===== src/pkg/pes_defines.svh =====
// constants for the exception sequencer: vectors, state bit positions, timing
`ifndef PES_DEFINES_SVH
`define PES_DEFINES_SVH

`define PES_VEC_RESET      20'h00100
`define PES_VEC_MCHECK     20'h00200
`define PES_VEC_DSI        20'h00300
`define PES_VEC_ISI        20'h00400
`define PES_VEC_EXT        20'h00500
`define PES_VEC_ALIGN      20'h00600
`define PES_VEC_PROGRAM    20'h00700
`define PES_VEC_FPUNAVAIL  20'h00800
`define PES_VEC_DEC        20'h00900
`define PES_VEC_SYSCALL    20'h00c00
`define PES_VEC_TRACE      20'h00d00
`define PES_VEC_PERFMON    20'h00f00
`define PES_VEC_SMI        20'h01400

`define PES_MST_EE         15
`define PES_MST_PR         14
`define PES_MST_MCE        12
`define PES_MST_REC        1
`define PES_MST_RESET      32'h0000_0000
`define PES_MST_KEEP_MASK  32'h0000_1000

`define PES_NSYNC          8
`endif


===== src/pkg/pes_pkg.sv =====
// types shared by the precise exception sequencer modules
package pes_pkg;
    typedef enum logic [3:0] {
        PES_EXC_NONE,
        PES_EXC_RESET,
        PES_EXC_MCHECK,
        PES_EXC_DSI,
        PES_EXC_ISI,
        PES_EXC_EXT,
        PES_EXC_ALIGN,
        PES_EXC_PROGRAM,
        PES_EXC_FPUNAVAIL,
        PES_EXC_DEC,
        PES_EXC_SYSCALL,
        PES_EXC_TRACE,
        PES_EXC_PERFMON,
        PES_EXC_SMI
    } pes_exc_t;

    typedef enum logic [1:0] {
        PES_CLS_SYNC_PRECISE,
        PES_CLS_SYNC_IMPRECISE,
        PES_CLS_ASYNC_MASKABLE,
        PES_CLS_ASYNC_NONMASKABLE
    } pes_cls_t;
endpackage


===== src/pkg/pes_async_if.sv =====
// carrier for synchronised external event levels between sequencer modules
`timescale 1ns/1ps
interface pes_async_if;
    logic [3:0] lvl;  // 0 ext, 1 dec, 2 smi, 3 perfmon
    logic       mchk;
    logic       sreset;
    modport src (output lvl, output mchk, output sreset);
    modport dst (input lvl, input mchk, input sreset);
endinterface


===== src/pes_pin_sync.sv =====
// two-flop synchronisers for the asynchronous event pins
`timescale 1ns/1ps
module pes_pin_sync
    import pes_pkg::*;
(
    input  wire logic ref_clk_i,
    input  wire logic rstn_i,
    input  wire logic [5:0] pins_i,
    pes_async_if.src        evt
);
    logic [5:0] meta;
    logic [5:0] sync;

    // second flop alone reads the first, keeping metastability off the logic
    genvar g;
    generate
        for (g = 0; g < 6; g = g + 1) begin : g_sync
            always_ff @(posedge ref_clk_i or negedge rstn_i) begin
                if (!rstn_i) begin
                    meta[g] <= 1'b0;
                    sync[g] <= 1'b0;
                end else begin
                    meta[g] <= pins_i[g];
                    sync[g] <= meta[g];
                end
            end
        end
    endgenerate

    assign evt.lvl    = sync[3:0];
    assign evt.mchk   = sync[4];
    assign evt.sreset = sync[5];
endmodule


===== src/pes_sequencer.sv =====
// precise exception sequencer: classification, ordering, context save and vectoring
// Operation
// - conditions may be seen out of order but are taken in program order
// - all older instructions complete before an instruction-caused exception is taken
// - several conditions of one instruction are taken one after another
// - asynchronous precise events wait until the execute stage has drained
// - taking saves address and state, and redirects fetch to the type vector
// - taking switches to supervisor privilege for the handler
// - external events are asynchronous, instruction events synchronous
// - ext, dec, smi, perfmon maskable; machine check and reset nonmaskable
// - only floating-point imprecise is synchronous imprecise; others precise
// - shared vectors record the specific cause in its status register
// - soft or hard reset vectors to offset 00100
// - qualified tea or mcheck input vectors to 00200, or checkstop when enable clear
// - taking any exception clears the machine check enable bit
`timescale 1ns/1ps
`include "pes_defines.svh"
module pes_sequencer
    import pes_pkg::*;
(
    input  wire logic        ref_clk_i,
    input  wire logic        rstn_i,
    input  wire logic        soft_reset_i,
    input  wire logic        hard_reset_i,
    input  wire logic        ext_int_i,
    input  wire logic        dec_int_i,
    input  wire logic        smi_int_i,
    input  wire logic        perfmon_i,
    input  wire logic        machine_check_input_i,
    input  wire logic        transfer_error_ack_i,
    input  wire logic        tea_qualify_i,
    input  wire logic        oldest_valid_i,
    input  wire logic [31:0] oldest_pc_i,
    input  wire logic [11:0] oldest_exc_i,
    input  wire logic        fp_imprecise_i,
    input  wire logic [31:0] dsi_cause_i,
    input  wire logic [31:0] fp_cause_i,
    input  wire logic        older_pending_i,
    input  wire logic        exec_busy_i,
    input  wire logic [31:0] next_pc_i,
    input  wire logic        rfi_i,
    input  wire logic        state_corrupt_i,
    output logic             flush_o,
    output logic             fetch_redirect_o,
    output logic [31:0]      fetch_addr_o,
    output logic [31:0]      save_restore_addr_reg_o,
    output logic [31:0]      save_restore_state_reg_o,
    output logic [31:0]      machine_state_reg_o,
    output logic [31:0]      storage_fault_cause_reg_o,
    output logic [31:0]      float_status_control_reg_o,
    output logic [3:0]       exc_type_o,
    output logic [1:0]       exc_class_o,
    output logic             checkstop_o,
    output logic             hold_dispatch_o,
    output logic             retire_block_o
);
    ////////////////////////////////////////////////////////////////////////////
    // synchronised external events
    pes_async_if evt ();
    logic        hard_sync_meta;
    logic        hard_sync;

    pes_pin_sync u_sync (
        .ref_clk_i (ref_clk_i),
        .rstn_i    (rstn_i),
        .pins_i    ({soft_reset_i, machine_check_input_i, perfmon_i, smi_int_i,
                     dec_int_i, ext_int_i}),
        .evt       (evt)
    );

    // hard reset also passes two flops; the async rstn_i only clears state
    always_ff @(posedge ref_clk_i or negedge rstn_i) begin
        if (!rstn_i) begin
            hard_sync_meta <= 1'b0;
            hard_sync      <= 1'b0;
        end else begin
            hard_sync_meta <= hard_reset_i;
            hard_sync      <= hard_sync_meta;
        end
    end

    ////////////////////////////////////////////////////////////////////////////
    // sequencer state
    typedef enum logic [1:0] {PES_ST_RUN, PES_ST_DRAIN, PES_ST_TAKE, PES_ST_STOP} pes_st_t;
    pes_st_t     state;
    pes_exc_t    pend_exc;
    logic [11:0] done_mask;   // conditions of the oldest instruction already taken
    logic [31:0] pend_pc;
    logic        tea_lvl;

    // qualified transfer error is a same-clock bus indication; hold it until taken
    always_ff @(posedge ref_clk_i or negedge rstn_i) begin
        if (!rstn_i) begin
            tea_lvl <= 1'b0;
        end else if (transfer_error_ack_i && tea_qualify_i) begin
            tea_lvl <= 1'b1;  // set wins over clear
        end else if (state == PES_ST_TAKE && pend_exc == PES_EXC_MCHECK) begin
            tea_lvl <= 1'b0;
        end
    end

    ////////////////////////////////////////////////////////////////////////////
    // priority selection
    logic        mce;
    logic        ee;
    logic [11:0] sync_open;
    pes_exc_t    next_exc;
    logic        next_async;
    logic        mchk_req;

    assign mce       = machine_state_reg_o[`PES_MST_MCE];
    assign ee        = machine_state_reg_o[`PES_MST_EE];
    assign sync_open = oldest_exc_i & ~done_mask;
    assign mchk_req  = evt.mchk | tea_lvl;

    // sync bit order: 0 isi,1 dsi,2 align,3 program,4 fpunavail,5 syscall,6 trace
    always_comb begin
        next_exc   = PES_EXC_NONE;
        next_async = 1'b0;
        if (evt.sreset || hard_sync) begin
            next_exc   = PES_EXC_RESET;
            next_async = 1'b1;
        end else if (mchk_req) begin
            next_exc   = PES_EXC_MCHECK;
            next_async = 1'b1;
        end else if (oldest_valid_i && sync_open[0]) begin
            next_exc = PES_EXC_ISI;
        end else if (oldest_valid_i && sync_open[1]) begin
            next_exc = PES_EXC_DSI;
        end else if (oldest_valid_i && sync_open[2]) begin
            next_exc = PES_EXC_ALIGN;
        end else if (oldest_valid_i && (sync_open[3] || fp_imprecise_i)) begin
            next_exc = PES_EXC_PROGRAM;
        end else if (oldest_valid_i && sync_open[4]) begin
            next_exc = PES_EXC_FPUNAVAIL;
        end else if (oldest_valid_i && sync_open[5]) begin
            next_exc = PES_EXC_SYSCALL;
        end else if (oldest_valid_i && sync_open[6]) begin
            next_exc = PES_EXC_TRACE;
        end else if (ee && evt.lvl[0]) begin
            next_exc   = PES_EXC_EXT;
            next_async = 1'b1;
        end else if (ee && evt.lvl[1]) begin
            next_exc   = PES_EXC_DEC;
            next_async = 1'b1;
        end else if (ee && evt.lvl[2]) begin
            next_exc   = PES_EXC_SMI;
            next_async = 1'b1;
        end else if (ee && evt.lvl[3]) begin
            next_exc   = PES_EXC_PERFMON;
            next_async = 1'b1;
        end
    end

    function automatic logic [19:0] pes_vector(input pes_exc_t e);
        case (e)
            PES_EXC_RESET:     pes_vector = `PES_VEC_RESET;
            PES_EXC_MCHECK:    pes_vector = `PES_VEC_MCHECK;
            PES_EXC_DSI:       pes_vector = `PES_VEC_DSI;
            PES_EXC_ISI:       pes_vector = `PES_VEC_ISI;
            PES_EXC_EXT:       pes_vector = `PES_VEC_EXT;
            PES_EXC_ALIGN:     pes_vector = `PES_VEC_ALIGN;
            PES_EXC_PROGRAM:   pes_vector = `PES_VEC_PROGRAM;
            PES_EXC_FPUNAVAIL: pes_vector = `PES_VEC_FPUNAVAIL;
            PES_EXC_DEC:       pes_vector = `PES_VEC_DEC;
            PES_EXC_SYSCALL:   pes_vector = `PES_VEC_SYSCALL;
            PES_EXC_TRACE:     pes_vector = `PES_VEC_TRACE;
            PES_EXC_PERFMON:   pes_vector = `PES_VEC_PERFMON;
            PES_EXC_SMI:       pes_vector = `PES_VEC_SMI;
            default:           pes_vector = 20'h00000;
        endcase
    endfunction

    function automatic pes_cls_t pes_class(input pes_exc_t e, input logic fpi);
        case (e)
            PES_EXC_RESET, PES_EXC_MCHECK:
                pes_class = PES_CLS_ASYNC_NONMASKABLE;
            PES_EXC_EXT, PES_EXC_DEC, PES_EXC_SMI, PES_EXC_PERFMON:
                pes_class = PES_CLS_ASYNC_MASKABLE;
            default:
                pes_class = fpi ? PES_CLS_SYNC_IMPRECISE : PES_CLS_SYNC_PRECISE;
        endcase
    endfunction

    ////////////////////////////////////////////////////////////////////////////
    // state machine: run, drain older work, take, or checkstop
    logic drained;
    assign drained = !older_pending_i && !exec_busy_i;

    always_ff @(posedge ref_clk_i or negedge rstn_i) begin
        if (!rstn_i) begin
            state     <= PES_ST_RUN;
            pend_exc  <= PES_EXC_NONE;
            pend_pc   <= 32'h0000_0000;
        end else begin
            case (state)
                PES_ST_RUN: begin
                    if (next_exc == PES_EXC_MCHECK && !mce) begin
                        state <= PES_ST_STOP;
                    end else if (next_exc != PES_EXC_NONE) begin
                        pend_exc  <= next_exc;
                        pend_pc   <= next_async ? next_pc_i : oldest_pc_i;
                        // reset acts at once; everything else drains first
                        state <= (next_exc == PES_EXC_RESET) ? PES_ST_TAKE : PES_ST_DRAIN;
                    end
                end
                PES_ST_DRAIN: begin
                    if (next_exc == PES_EXC_RESET) begin
                        pend_exc <= PES_EXC_RESET;  // reset preempts the wait
                        state    <= PES_ST_TAKE;
                    end else if (drained) begin
                        state <= PES_ST_TAKE;
                    end
                end
                PES_ST_TAKE: begin
                    state <= PES_ST_RUN;
                end
                PES_ST_STOP: begin
                    if (evt.sreset || hard_sync) begin
                        pend_exc <= PES_EXC_RESET;
                        state    <= PES_ST_TAKE;
                    end
                end
                default: state <= PES_ST_RUN;
            endcase
        end
    end

    // remember which conditions of the oldest instruction were taken
    always_ff @(posedge ref_clk_i or negedge rstn_i) begin
        if (!rstn_i) begin
            done_mask <= 12'h000;
        end else if (!oldest_valid_i || oldest_exc_i == 12'h000) begin
            done_mask <= 12'h000;
        end else if (state == PES_ST_TAKE) begin
            case (pend_exc)
                PES_EXC_ISI:       done_mask[0] <= 1'b1;
                PES_EXC_DSI:       done_mask[1] <= 1'b1;
                PES_EXC_ALIGN:     done_mask[2] <= 1'b1;
                PES_EXC_PROGRAM:   done_mask[3] <= 1'b1;
                PES_EXC_FPUNAVAIL: done_mask[4] <= 1'b1;
                PES_EXC_SYSCALL:   done_mask[5] <= 1'b1;
                PES_EXC_TRACE:     done_mask[6] <= 1'b1;
                default:           done_mask <= done_mask;
            endcase
        end
    end

    ////////////////////////////////////////////////////////////////////////////
    // context save, state word update and fetch redirect
    logic [31:0] next_mst;
    always_comb begin
        next_mst = machine_state_reg_o & `PES_MST_KEEP_MASK;
        next_mst[`PES_MST_PR] = 1'b0;
        next_mst[`PES_MST_EE] = 1'b0;
        next_mst[`PES_MST_MCE] = 1'b0;
        next_mst[`PES_MST_REC] = 1'b0;
    end

    always_ff @(posedge ref_clk_i or negedge rstn_i) begin
        if (!rstn_i) begin
            machine_state_reg_o      <= `PES_MST_RESET;
            save_restore_addr_reg_o  <= 32'h0000_0000;
            save_restore_state_reg_o <= 32'h0000_0000;
            fetch_redirect_o         <= 1'b0;
            fetch_addr_o             <= 32'h0000_0000;
            exc_type_o               <= 4'h0;
            exc_class_o              <= 2'h0;
            flush_o                  <= 1'b0;
        end else begin
            fetch_redirect_o <= 1'b0;
            flush_o          <= 1'b0;
            if (state == PES_ST_TAKE) begin
                save_restore_addr_reg_o  <= pend_pc;
                save_restore_state_reg_o <= machine_state_reg_o;
                if (state_corrupt_i || pend_exc == PES_EXC_RESET) begin
                    save_restore_state_reg_o[`PES_MST_REC] <= 1'b0;
                end
                machine_state_reg_o <= next_mst;
                fetch_addr_o        <= {12'h000, pes_vector(pend_exc)};
                fetch_redirect_o    <= 1'b1;
                flush_o             <= 1'b1;
                exc_type_o          <= pend_exc;
                // only a program take may be imprecise; other types stay precise
                exc_class_o <= pes_class(pend_exc, fp_imprecise_i && pend_exc == PES_EXC_PROGRAM);
            end else if (rfi_i) begin
                machine_state_reg_o <= save_restore_state_reg_o;
            end
        end
    end

    // specific cause recording for shared vectors
    always_ff @(posedge ref_clk_i or negedge rstn_i) begin
        if (!rstn_i) begin
            storage_fault_cause_reg_o  <= 32'h0000_0000;
            float_status_control_reg_o <= 32'h0000_0000;
        end else if (state == PES_ST_TAKE) begin
            if (pend_exc == PES_EXC_DSI || pend_exc == PES_EXC_ALIGN) begin
                storage_fault_cause_reg_o <= dsi_cause_i;
            end
            if (pend_exc == PES_EXC_PROGRAM) begin
                float_status_control_reg_o <= fp_cause_i;
            end
        end
    end

    // pipeline control outputs, registered
    always_ff @(posedge ref_clk_i or negedge rstn_i) begin
        if (!rstn_i) begin
            checkstop_o     <= 1'b0;
            hold_dispatch_o <= 1'b0;
            retire_block_o  <= 1'b0;
        end else begin
            checkstop_o     <= (state == PES_ST_STOP);
            hold_dispatch_o <= (state == PES_ST_DRAIN) || (state == PES_ST_STOP);
            retire_block_o  <= (state == PES_ST_TAKE) || (state == PES_ST_STOP);
        end
    end
endmodule


===== config.mk =====
export PLATFORM = sky130hd
export DESIGN_NAME = pes_sequencer
export DESIGN_NICKNAME = d
export VERILOG_FILES = /design/src/pkg/pes_pkg.sv /design/src/pkg/pes_async_if.sv /design/src/pes_pin_sync.sv /design/src/pes_sequencer.sv
export VERILOG_INCLUDE_DIRS = /design/src /design/src/pkg
export SDC_FILE = /design/constraint.sdc
export NUM_CORES = 1
export LEC_CHECK = 0
export BUFFER_PORTS_ARGS = -buffer_cell sky130_fd_sc_hd__clkbuf_2
export CAP_MARGIN = 20
export CELL_PAD_IN_SITES_DETAIL_PLACEMENT = 2
export CELL_PAD_IN_SITES_GLOBAL_PLACEMENT = 2
export CORE_ASPECT_RATIO = 0.75
export CORE_MARGIN = 2
export CORE_UTILIZATION = 33
export CTS_CLUSTER_DIAMETER = 40
export DETAILED_ROUTE_END_ITERATION = 10
export PLACE_DENSITY = 0.92
export SYNTH_ARGS = -nofsm -noshare
export SYNTH_HDL_FRONTEND = slang
export SYNTH_SLANG_ARGS = --single-unit

===== constraint.sdc =====
create_clock -name ref_clk_i -period 5.9 [get_ports ref_clk_i]
set_input_delay 0 -clock ref_clk_i [delete_from_list [all_inputs] [get_ports ref_clk_i]]
set_output_delay 0 -clock ref_clk_i [all_outputs]
set_load 0.02 [all_outputs]

-- Word-level counts from Yosys, hierarchy flattened
Memory sizes are Yosys's and may differ from the RTL's. A register that Yosys moved wholly into a read port is not among the register bits.
Index checks and enable logic that the tools add are counted.
W data, S select, Z words.
- bitwise operators: 4
- equal/unequal tests: 24
- reductions and logical operators: 56
- mux-type cells: 56
- operator list (kind ; number):
    $mux W32 ; 3
    $mux W4 ; 17
    $mux W1 ; 25
    $eq A4 B4 Y1 const B ; 6
    $reduce_bool A2 Y1 ; 10
    $reduce_and A2 Y1 ; 9
    $eq A4 B3 Y1 const B ; 4
    $logic_and A1 B1 Y1 ; 16
    $eq A4 B2 Y1 const B ; 3
    $logic_not A12 Y1 ; 1
    $mux W12 ; 1
    $mux W2 ; 6
    $pmux W4 S3 ; 1
    $eq A4 B1 Y1 const B ; 2
    $ne A2 B2 Y1 const B ; 4
    $pmux W2 S4 ; 1
    $and A7 B7 Y7 ; 1
    $logic_or A1 B1 Y1 ; 7
    $mux W7 ; 1
    $not A7 Y7 ; 1
    $ne A3 B3 Y1 const B ; 2
    $reduce_and A3 Y1 ; 2
    $logic_not A1 Y1 ; 5
    $reduce_and A5 Y1 ; 1
    10 further kinds ; 11
- bits in read-only memories: 80
- logic and storage cells: 178
- bits of input ports: 157
- bits in registers: 250
- memories: 1
- memories (name ; words ; bits a word ; read ports ; clocked after Yosys merged registers in ; wr ports ; line ; text):
    (name not given) ; 16 ; 5 ; 1 ; 1 ; 0 ; pes_sequencer.sv:156 ; case (e)

-- Depth between registers and ports, before layout
Gate-level depths: netlist of the first run.
- depth in word-level cells: 19
- gate-level depth with buffers: 9

-- By module
From an unflattened synthesis of the first run, not the netlist that was laid out.
- cells, all modules: 828
- area total of the unflattened synthesis: 9839.4 µm²
- by module, submodules not included (module ; cells an instance ; times used ; area an instance (µm²)):
    pes_sequencer ; 816 ; 1 ; 9539.1
    pes_pin_sync ; 12 ; 1 ; 300.3

-- Worst setup path after synthesis of the first run
OpenSTA, ideal clock, no wires.
- path type: reg2reg
- start point: reg done_mask[3]
- end point: reg pend_pc[10]
- cell stages (with the launch flop): 10
- arrival: 2.135 ns
- path slack: 3.640 ns
- library setup time: 0.125 ns
- buffers on the path: 2
- cells stage by stage: dfrtp_1 -> inv_1 -> a21o_1 -> or4_1 -> nor3_1 -> or3_1 -> buf_2 -> buf_6 -> mux2_2 -> mux2_2
- cells in the longest elaborated chain, start to end: 14
- elaborated cells between the ends (all ways): 22
- classes of those cells: eq/ne (1); mux (13); bitwise (3); reduce/logical (5)
- RTL lines (what ; line ; text):
    start, declared ; pes_sequencer.sv:87 ; logic [11:0] done_mask;
    start signal, assigned ; pes_sequencer.sv:244 ; default: done_mask <= done_mask;
    $not A7 Y7 (*) ; pes_sequencer.sv:113 ; assign sync_open = oldest_exc_i & ~done_mask;
    $and A7 B7 Y7 (*) ; pes_sequencer.sv:113 ;
    $logic_or A1 B1 Y1 (*) ; pes_sequencer.sv:132 ; end else if (oldest_valid_i && (sync_open[3] || fp_imprecise_i)) begin
    $logic_and A1 B1 Y1 (*) ; pes_sequencer.sv:132 ;
    $mux W4 ; pes_sequencer.sv:132 ;
    $mux W4 ; pes_sequencer.sv:130 ; end else if (oldest_valid_i && sync_open[2]) begin
    $mux W4 ; pes_sequencer.sv:128 ; end else if (oldest_valid_i && sync_open[1]) begin
    $mux W4 ; pes_sequencer.sv:126 ; end else if (oldest_valid_i && sync_open[0]) begin
    $mux W4 ; pes_sequencer.sv:123 ; end else if (mchk_req) begin
    $mux W4 ; pes_sequencer.sv:120 ; if (evt.sreset || hard_sync) begin
    $eq A4 B2 Y1 ; pes_sequencer.sv:198 ; if (next_exc == PES_EXC_MCHECK && !mce) begin
    $logic_and A1 B1 Y1 ; pes_sequencer.sv:198 ;
    $not A1 Y1 (no line) ; -- ;
    $reduce_and A3 Y1 (no line) ; -- ;
    end signal, assigned ; pes_sequencer.sv:202 ; pend_pc <= next_async ? next_pc_i : oldest_pc_i;
    end, declared ; pes_sequencer.sv:88 ; logic [31:0] pend_pc;
Every way passes the cells marked *; elsewhere a longest branch is shown, timed or not.
A chain may end at the register's enable or synchronous reset.

-- Worst setup path after layout of the first run
- start point: reg done_mask[3]
- end point: reg pend_pc[30]
The elaborated chain is that of the path after synthesis.

==> results of run 1 <==
[logic make-up (layout without fill, tap and decap cells)]
| family | after synthesis | after routing | synth area share [%] |
|---|---|---|---|
| DFF | 235 | 235 | 60.56 |
| xor gates and xnor gates | 2 | 2 | 0.1804 |
| other | 1 | 31 | 0.03862 |
| muxes | 165 | 165 | 18.70 |
| AOI/OAI and AO/OA | 47 | 47 | 3.544 |
| buffers and inverters | 79 | 556 | 4.613 |
| and+or+nand+nor | 298 | 298 | 12.37 |
[cell type report]
class	instances	area (um^2)
inverters	5	20.02
well taps	392	490.5
repair buffers	483	3196
clock inverters	22	245.2
diodes	4	10.01
flip-flops and latches	235	5881
clock buffers	46	1042
fillers	2871	14600
multi-input cells	539	3500
[Yosys cell counts, types with 2 or more instances]
master and number:
sky130_fd_sc_hd__o21ai_2 2, sky130_fd_sc_hd__buf_4 28, sky130_fd_sc_hd__buf_6 6, sky130_fd_sc_hd__nor3_1 3, sky130_fd_sc_hd__buf_1 5, sky130_fd_sc_hd__clkbuf_1 34, sky130_fd_sc_hd__nand2_1 216, sky130_fd_sc_hd__a2111oi_0 2
sky130_fd_sc_hd__mux2_2 109, sky130_fd_sc_hd__dfrtp_1 235, sky130_fd_sc_hd__nand2b_1 8, sky130_fd_sc_hd__o311a_1 2, sky130_fd_sc_hd__a41oi_1 2, sky130_fd_sc_hd__a21o_1 2, sky130_fd_sc_hd__mux2i_1 34, sky130_fd_sc_hd__a22o_1 2
sky130_fd_sc_hd__nor2b_1 4, sky130_fd_sc_hd__a31oi_1 2, sky130_fd_sc_hd__nand3_1 5, sky130_fd_sc_hd__or3_1 4, sky130_fd_sc_hd__o31ai_1 2, sky130_fd_sc_hd__mux2_1 22, sky130_fd_sc_hd__o21ai_0 10, sky130_fd_sc_hd__nor2_1 49
sky130_fd_sc_hd__a21oi_1 9, sky130_fd_sc_hd__nor4_1 3, sky130_fd_sc_hd__inv_1 4
[per-stage QoR]
stage | util [%] | hold WS, ps | setup slack, ps | std cells | total power, mW
6_report | 49.62 | 84.05 | 2407 | 1726 | 6.736
5_1_grt | 49.62 | 126.3 | 2284 | 1726 | 7.008
4_1_cts | 49.49 | 0.1695 | 2699 | 1721 | 6.535
3_5_place_dp | 40.11 | 110.5 | 3024 | 1510 | 4.114
3_3_place_gp | 40.11 | 108.5 | 3157 | 1510 | 3.972
2_1_floorplan | - | -295.6 | 3640 | 853 | 3.418
[worst reg2reg max path: stages, from the launching register on]
cell and delay [ps]:
sky130_fd_sc_hd__dfrtp_1 380, sky130_fd_sc_hd__inv_1 60, sky130_fd_sc_hd__a21o_1 230, sky130_fd_sc_hd__or4_1 560
sky130_fd_sc_hd__nor3_1 200, sky130_fd_sc_hd__or3_1 150, sky130_fd_sc_hd__buf_4 410, sky130_fd_sc_hd__mux2_1 450
sky130_fd_sc_hd__dlygate4sd3_1 630, sky130_fd_sc_hd__mux2_2 290
[worst min-delay path by stage]
stage / from / to / slack [ps] / cells past startpoint
after floorplan: rstn_i / checkstop_o$_DFF_PN0_ / -300 / 0
after global placement: rstn_i / machine_state_reg_o[14]$_DFFE_PN0P_ / 110 / 1
after detailed placement: machine_check_input_i / u_sync.meta[4]$_DFF_PN0_ / 110 / 1
after global routing: oldest_exc_i[10] / done_mask[4]$_DFFE_PN0P_ / 130 / 5
final: oldest_exc_i[10] / done_mask[4]$_DFFE_PN0P_ / 80 / 5
after CTS: oldest_exc_i[1] / done_mask[4]$_DFFE_PN0P_ / 0.2 / 5
[registers in the layout, indices dropped and copies added (netlist names), 5 cells and up]
register	cells
float_status_control_reg_o	32
machine_state_reg_o	32
pend_pc	32
save_restore_addr_reg_o	32
save_restore_state_reg_o	32
storage_fault_cause_reg_o	32
done_mask	7
u_sync.meta	6
fetch_addr_o	5
[per-layer routing]
metal | share of wire [%] | GRT usage (%) | vias to the layer above
met2 | 52 | 50.02 | 379
met4 | 4.0 | 12.57 | 0
met3 | 6.2 | 6.822 | 103
met5 | 0 | 0 | -
met1 | 38 | 31.59 | 4357
li1 | - | - | 3655
[power groups by stage]
stage	clock, mW	combinational [mW]	sequential [mW]
6_report	2.32	2.04	2.37
5_1_grt	2.43	2.18	2.41
4_1_cts	2.31	1.92	2.31
3_5_place_dp	0	1.80	2.32
3_3_place_gp	0	1.70	2.27
2_1_floorplan	0	0.867	2.55
[timing repair]
item                                   in CTS  in global routing
endpoints found under the hold margin     213                  0
setup buffers                               0                  0
hold buffers                              143                  0
==> metrics.md, run 1 <==
| Metric | Value |
|---|---|
| Sequential share of power | 35.2% |
| CTS tree | done |
| R2r setup slk | between 2000 and 2500 ps |
| Buf/Inv on CP | 3 |
| Peak supply drop | between 0.2 and 0.3 mV |
| Worst setup path startpoint | done_mask[3]$_DFFE_PN0P_ |
| Cts repair resizes | 0 |
| Chip height | between 150 and 200 um |
| Core region area | between 0.02 and 0.03 mm^2 |
| Sort of element at the end of the critical path | flip-flop |
| Weighted congestion at the end of routability-driven global placement | about 0.75 |
| Count of TritonRoute iterations in the first routing pass | 4 |
| Total number of cells along the worst setup path | 9 |
| Leftover overflow at the end of global routing | 0 |
| Final setup violating endpoints | 0 |
| Overall routing resource usage | between 20% and 30% |
| Initial antenna violation count | 4 |
| Required time of the critical path | around 6300 ps |
| Vias per inst | 4.921 |
| Timing endpoint of the critical path | pend_pc[30]$_DFFE_PN0P_ |
| Starting density of the core | approximately 34% |
| Synth-to-Final Area Change | 48.13% |
| Syn Std Cell Area | approximately 0.0097 mm^2 |
| Number of top-level design ports | 360 |
| Critical Setup Path Class | flip-flop to flip-flop |
| Setup repair after global routing missed its margin | no |
| Number of sinks driven by the clock tree | roughly 240 |
| TNS Setup | 0 ps |
| Depth of the CTS H-tree | 2 |
| Buffer depth of the longest clock path | 3 |
| Cell type with the highest aggregate area in the netlist | sky130_fd_sc_hd__dfrtp_1 |
| Area of all placed cells without fillers | between 0.01 and 0.015 mm^2 |
| Pin count of the biggest net entering global routing | approximately 130 |
| Status | finished, final reports clean |
| Fraction of post-synthesis cell area in the top cell type by area | approximately three fifths |
| Areal power density over the cells | 468.3 mW/mm^2 |
| Endpoint of the worst register-to-register path | pend_pc[30]$_DFFE_PN0P_ |
| Slowest cell on the critical path | sky130_fd_sc_hd__dlygate4sd3_1 |
| Delay-heaviest family, CP | buffers and inverters |
| Cell Rows | 54 |
| Worst min-delay path class | input pin to flip-flop |
| Detailed-route wire length per cell | 26.21 um |
| Number of nets at the end of the flow | 1459 |
| Total net switching power | between 2 and 3 mW |
| Dpl hpwl | approximately 22000 um |
| Peak per-stage delay on the critical path | ~630 ps |
| Sequential fraction of the synthesis area | roughly 60% |
| Master cell of the clock root buffer | sky130_fd_sc_hd__clkbuf_16 |
| Final-report hold violation count | 0 |
| Crit path arrival time | between 3000 and 4000 ps |
| Die width | slightly above 200 um |
| Clock group share of total power | about a third |
| Avg Cell Area, Syn | 11.74 um^2 |
| Period utilisation layout | 59.20% |
| Fmax achieved | around 290 MHz |
| Residual antenna-violating net count after detailed routing | 0 |
| Die area | ~0.031 mm^2 |
| Ordered list of cells on the worst path | inv_1 -> a21o_1 -> or4_1 -> nor3_1 -> or3_1 -> buf_4 -> mux2_1 -> dlygate4sd3_1 -> mux2_2 |
| Max capacitance violation total | 0 |
| Share of power burned in combinational logic | 30.4% |
| Placed Instance Area | approximately 0.012 mm^2 |
| Clk_skew | 44.38 ps |
| Wire length reported by the detailed router | 45250 um |
| Static Leakage | between 7 and 8 nW |
| Initial detailed-routing violation count | roughly 390 |
| Number of distinct library cells after synthesis | 50 |
| Number of warnings reported in the yosys synthesis log | 0 |
| Proportion of register bits with asynchronous set or reset after synthesis | 100.0% |
| Critical path launch point type | flip-flop |
| Reg clk slew, reported paths | roughly 60 ps |
| Number of remaining DRC errors | 0 |
| Number of pins with negative max-slew slack in the final report | 0 |
| Source-to-sink clock delay at the later pin of the worst-skew pair | roughly 550 ps |
| Routed via count | ~8500 |
| Most frequent cells in the layout | sky130_fd_sc_hd__clkbuf_2, sky130_fd_sc_hd__dfrtp_1, sky130_fd_sc_hd__nand2_1, sky130_fd_sc_hd__dlygate4sd3_1, sky130_fd_sc_hd__mux2_2 |
| Transition time at the pin with the least slew margin | around 1000 ps |
| Tmin final | roughly 3500 ps |
| Synthesized netlist cell count | 827 |
| Total CTS buffers | 38 |
| Leading cell type in the layout, fill and taps excluded | sky130_fd_sc_hd__clkbuf_2 |
| Largest fanout on the critical path | 32 |
| Fraction of layout cells with a size suffix above 1 | about two fifths |
| Worst reg2reg path startpoint | done_mask[3]$_DFFE_PN0P_ |
| Number of storage elements in the synthesis netlist | ~240 |
| Primary flip-flop cell chosen by synthesis mapping | sky130_fd_sc_hd__dfrtp_1 |
| Number of global-route vias before repair | ~10000 |
| Top cells by area, synth | sky130_fd_sc_hd__dfrtp_1, sky130_fd_sc_hd__mux2_2, sky130_fd_sc_hd__nand2_1, sky130_fd_sc_hd__mux2i_1, sky130_fd_sc_hd__mux2_1 |
| Wire length of the first global-routing pass | roughly 65000 um |
| Relative max-transition margin | between 30 and 40% |
| Design internal power | 4.154 mW |
| Quantity of I/O buffers inserted on ports | between 300 and 400 |
| Count of flip-flops with a built-in enable after synthesis | 0 |
| Worst reg-to-reg path cell count | 9 |
| Net switching fraction of the power | between 30% and 40% |
Power figures use the tool's default switching activity.
==> run 2, diff against run 1 <==
--- a/config.mk
+++ b/config.mk
@@ -12,10 +12,10 @@
 export CELL_PAD_IN_SITES_GLOBAL_PLACEMENT = 2
 export CORE_ASPECT_RATIO = 0.75
 export CORE_MARGIN = 2
-export CORE_UTILIZATION = 33
+export CORE_UTILIZATION = 31
 export CTS_CLUSTER_DIAMETER = 40
 export DETAILED_ROUTE_END_ITERATION = 10
-export PLACE_DENSITY = 0.92
+export PLACE_DENSITY = 0.88
 export SYNTH_ARGS = -nofsm -noshare
 export SYNTH_HDL_FRONTEND = slang
 export SYNTH_SLANG_ARGS = --single-unit
==> constraint.sdc (replaced) <==
create_clock -name ref_clk_i -period 3.5 [get_ports ref_clk_i]
set_input_delay 0 -clock ref_clk_i [delete_from_list [all_inputs] [get_ports ref_clk_i]]
set_output_delay 0 -clock ref_clk_i [all_outputs]
set_load 0.02 [all_outputs]
==> metrics.md, run 2 (synthesized netlist as in run 1, its figures left out) <==
| Metric | Value |
|---|---|
| Initial antenna violation count | 1 |
| Areal power density over the cells | roughly 780 mW/mm^2 |
| Period utilisation layout | between 90% and 100% |
| Post-route worst setup slack | between 150 and 200 ps |
| Master cell of the clock root buffer | sky130_fd_sc_hd__clkbuf_16 |
| Pin count of the biggest net entering global routing | 110 |
| Most frequent cells in the layout | sky130_fd_sc_hd__clkbuf_2, sky130_fd_sc_hd__dfrtp_1, sky130_fd_sc_hd__nand2_1, sky130_fd_sc_hd__dlygate4sd3_1, sky130_fd_sc_hd__mux2_2 |
| Count of TritonRoute iterations in the first routing pass | 4 |
| Clk_skew | ~34 ps |
| Worst reg-to-reg path cell count | 9 |
| Max capacitance violation total | 0 |
| Quantity of I/O buffers inserted on ports | 332 |
| Number of pins with negative max-slew slack in the final report | 0 |
| Wire length reported by the detailed router | ~40000 um |
| Area of all placed cells without fillers | around 0.014 mm^2 |
| Wire length of the first global-routing pass | 60770 um |
| Fmax achieved | 301.2 MHz |
| Sort of element at the end of the critical path | flip-flop |
| Starting density of the core | a little under a third |
| Peak supply drop | slightly above 0.4 mV |
| Depth of the CTS H-tree | 2 |
| Number of nets at the end of the flow | about 1500 |
| Setup repair after global routing missed its margin | no |
| Number of top-level design ports | 360 |
| Vias per inst | between 4 and 5 |
| Residual antenna-violating net count after detailed routing | 0 |
| Total CTS buffers | 37 |
| Core region area | ~0.031 mm^2 |
| Die width | 208.4 um |
| Count of non-filler cells in the finished layout | around 1700 |
| Placed Instance Area | between 0.01 and 0.015 mm^2 |
| Final-report hold violation count | 0 |
| CTS tree | done |
| Number of global-route vias before repair | 9808 |
| Weighted congestion at the end of routability-driven global placement | around 0.8 |
| Synth-to-Final Area Change | 48.86% |
| Required time of the critical path | just under 4000 ps |
| Worst min-delay path class | input pin to flip-flop |
| Buffer depth of the longest clock path | 3 |
| Chip height | ~160 um |
| Filler cells | around 3100 |
| Critical path launch point type | flip-flop |
| TNS Setup | 0 ps |
| Status | finished, final reports clean |
| Dpl hpwl | roughly 23000 um |
| Routed via count | between 8000 and 9000 |
| Leading cell type in the layout, fill and taps excluded | sky130_fd_sc_hd__clkbuf_2 |
| Critical Setup Path Class | flip-flop to flip-flop |
| Transition time at the pin with the least slew margin | around 1100 ps |
| # placed instances | between 1500 and 2000 |
| Static Leakage | approximately 7.5 nW |
| Tmin final | approximately 3300 ps |
| Number of remaining DRC errors | 0 |
| Relative max-transition margin | about 30% |
| Source-to-sink clock delay at the later pin of the worst-skew pair | 520 ps |
| Largest fanout on the critical path | 32 |
| Minimum setup slack after placement | ~850 ps |
| Reg clk slew, reported paths | around 60 ps |
| Detailed-route wire length per cell | around 23 um |
| Overall routing resource usage | around a quarter |
| Hold-critical path depth | 5 |
| Crit path arrival time | ~3700 ps |
| Cell Rows | 56 |
| Leftover overflow at the end of global routing | 0 |
| Final setup violating endpoints | 0 |
| Fraction of layout cells with a size suffix above 1 | 39.64% |
| Number of sinks driven by the clock tree | 235 |
| Cts repair resizes | 0 |
| Initial detailed-routing violation count | 294 |
| Die area | roughly 0.033 mm^2 |
==> run 2: changes by cell type in the layout (fill, tap and decap cells not counted), moves of 2 or more <==
cell	change
sky130_fd_sc_hd__buf_4	+4
sky130_fd_sc_hd__diode_2	-2
sky130_fd_sc_hd__inv_8	+2
sky130_fd_sc_hd__clkinv_8	-2
sky130_fd_sc_hd__clkbuf_8	-2
sky130_fd_sc_hd__clkinvlp_4	-4
sky130_fd_sc_hd__bufinv_16	+3
sky130_fd_sc_hd__clkinv_4	+3
==> run 2: worst paths after layout <==
check / start / to / slack [ps]
worst max register to register: done_mask[3]$_DFFE_PN0P_ / pend_pc[20]$_DFFE_PN0P_ / 180
worst min-delay path: oldest_exc_i[11] / done_mask[4]$_DFFE_PN0P_ / 40
min in group asynchronous: rstn_i / float_status_control_reg_o[2]$_DFFE_PN0P_ / 150
worst max-delay path: done_mask[3]$_DFFE_PN0P_ / pend_pc[20]$_DFFE_PN0P_ / 180
worst min register to register: u_sync.meta[2]$_DFF_PN0_ / u_sync.evt.lvl[2]$_DFF_PN0_ / 370
max in group asynchronous: rstn_i / storage_fault_cause_reg_o[27]$_DFFE_PN0P_ / 2460
==> run 2: timing repair <==
action / in CTS / in global routing
buffers inserted: 0 / 0
hold endpoints to repair: 211 / 0
hold buffers: 142 / 0
==> run 2: metal layers <==
layer | track usage (%) | wire length [um]
met4 | 10.31 | 1644
met5 | 0 | 12
met2 | 44.02 | 20670
met1 | 28.59 | 15950
met3 | 5.447 | 2134
==> run 2: stage by stage <==
stage | util, % | hold WS, ps | power, mW
4_1_cts | 46.55 | 21.56 | 11.15
5_1_grt | 46.55 | 81.55 | 11.79
6_report | 46.57 | 41.64 | 11.29
3_5_place_dp | 37.68 | 111.6 | 6.958
3_3_place_gp | 37.68 | 109.4 | 6.738
2_1_floorplan | - | -295.6 | 5.762
==> run 2: final cells by class <==
type | count | area, um^2 | share of cell area, %
tap | 406 | 508.0 | 3.514
sequential | 235 | 5881 | 40.68
clock inverter | 24 | 321.6 | 2.225
timing repair buffer | 486 | 3208 | 22.19
multi-input combinational | 539 | 3501 | 24.22
antenna | 2 | 5.005 | 0.03462
clock buffer | 43 | 1011 | 6.994
inverter | 5 | 20.02 | 0.1385
==> run 2: power by group <==
part | leakage (nW) | switching, mW | internal [mW]
clock network | 0.653 | 1.46 | 2.55
logic | 3.80 | 2.12 | 1.19
registers | 3.03 | 0.552 | 3.41
==> run 2: critical path, stage by stage (launching register included) <==
cell                            delay (ps)
sky130_fd_sc_hd__dfrtp_1               360
sky130_fd_sc_hd__inv_1                  60
sky130_fd_sc_hd__a21o_1                190
sky130_fd_sc_hd__or4_1                 520
sky130_fd_sc_hd__nor3_1                200
sky130_fd_sc_hd__or3_2                 150
sky130_fd_sc_hd__buf_4                 410
sky130_fd_sc_hd__mux2_1                380
sky130_fd_sc_hd__dlygate4sd3_1         580
sky130_fd_sc_hd__mux2_2                290
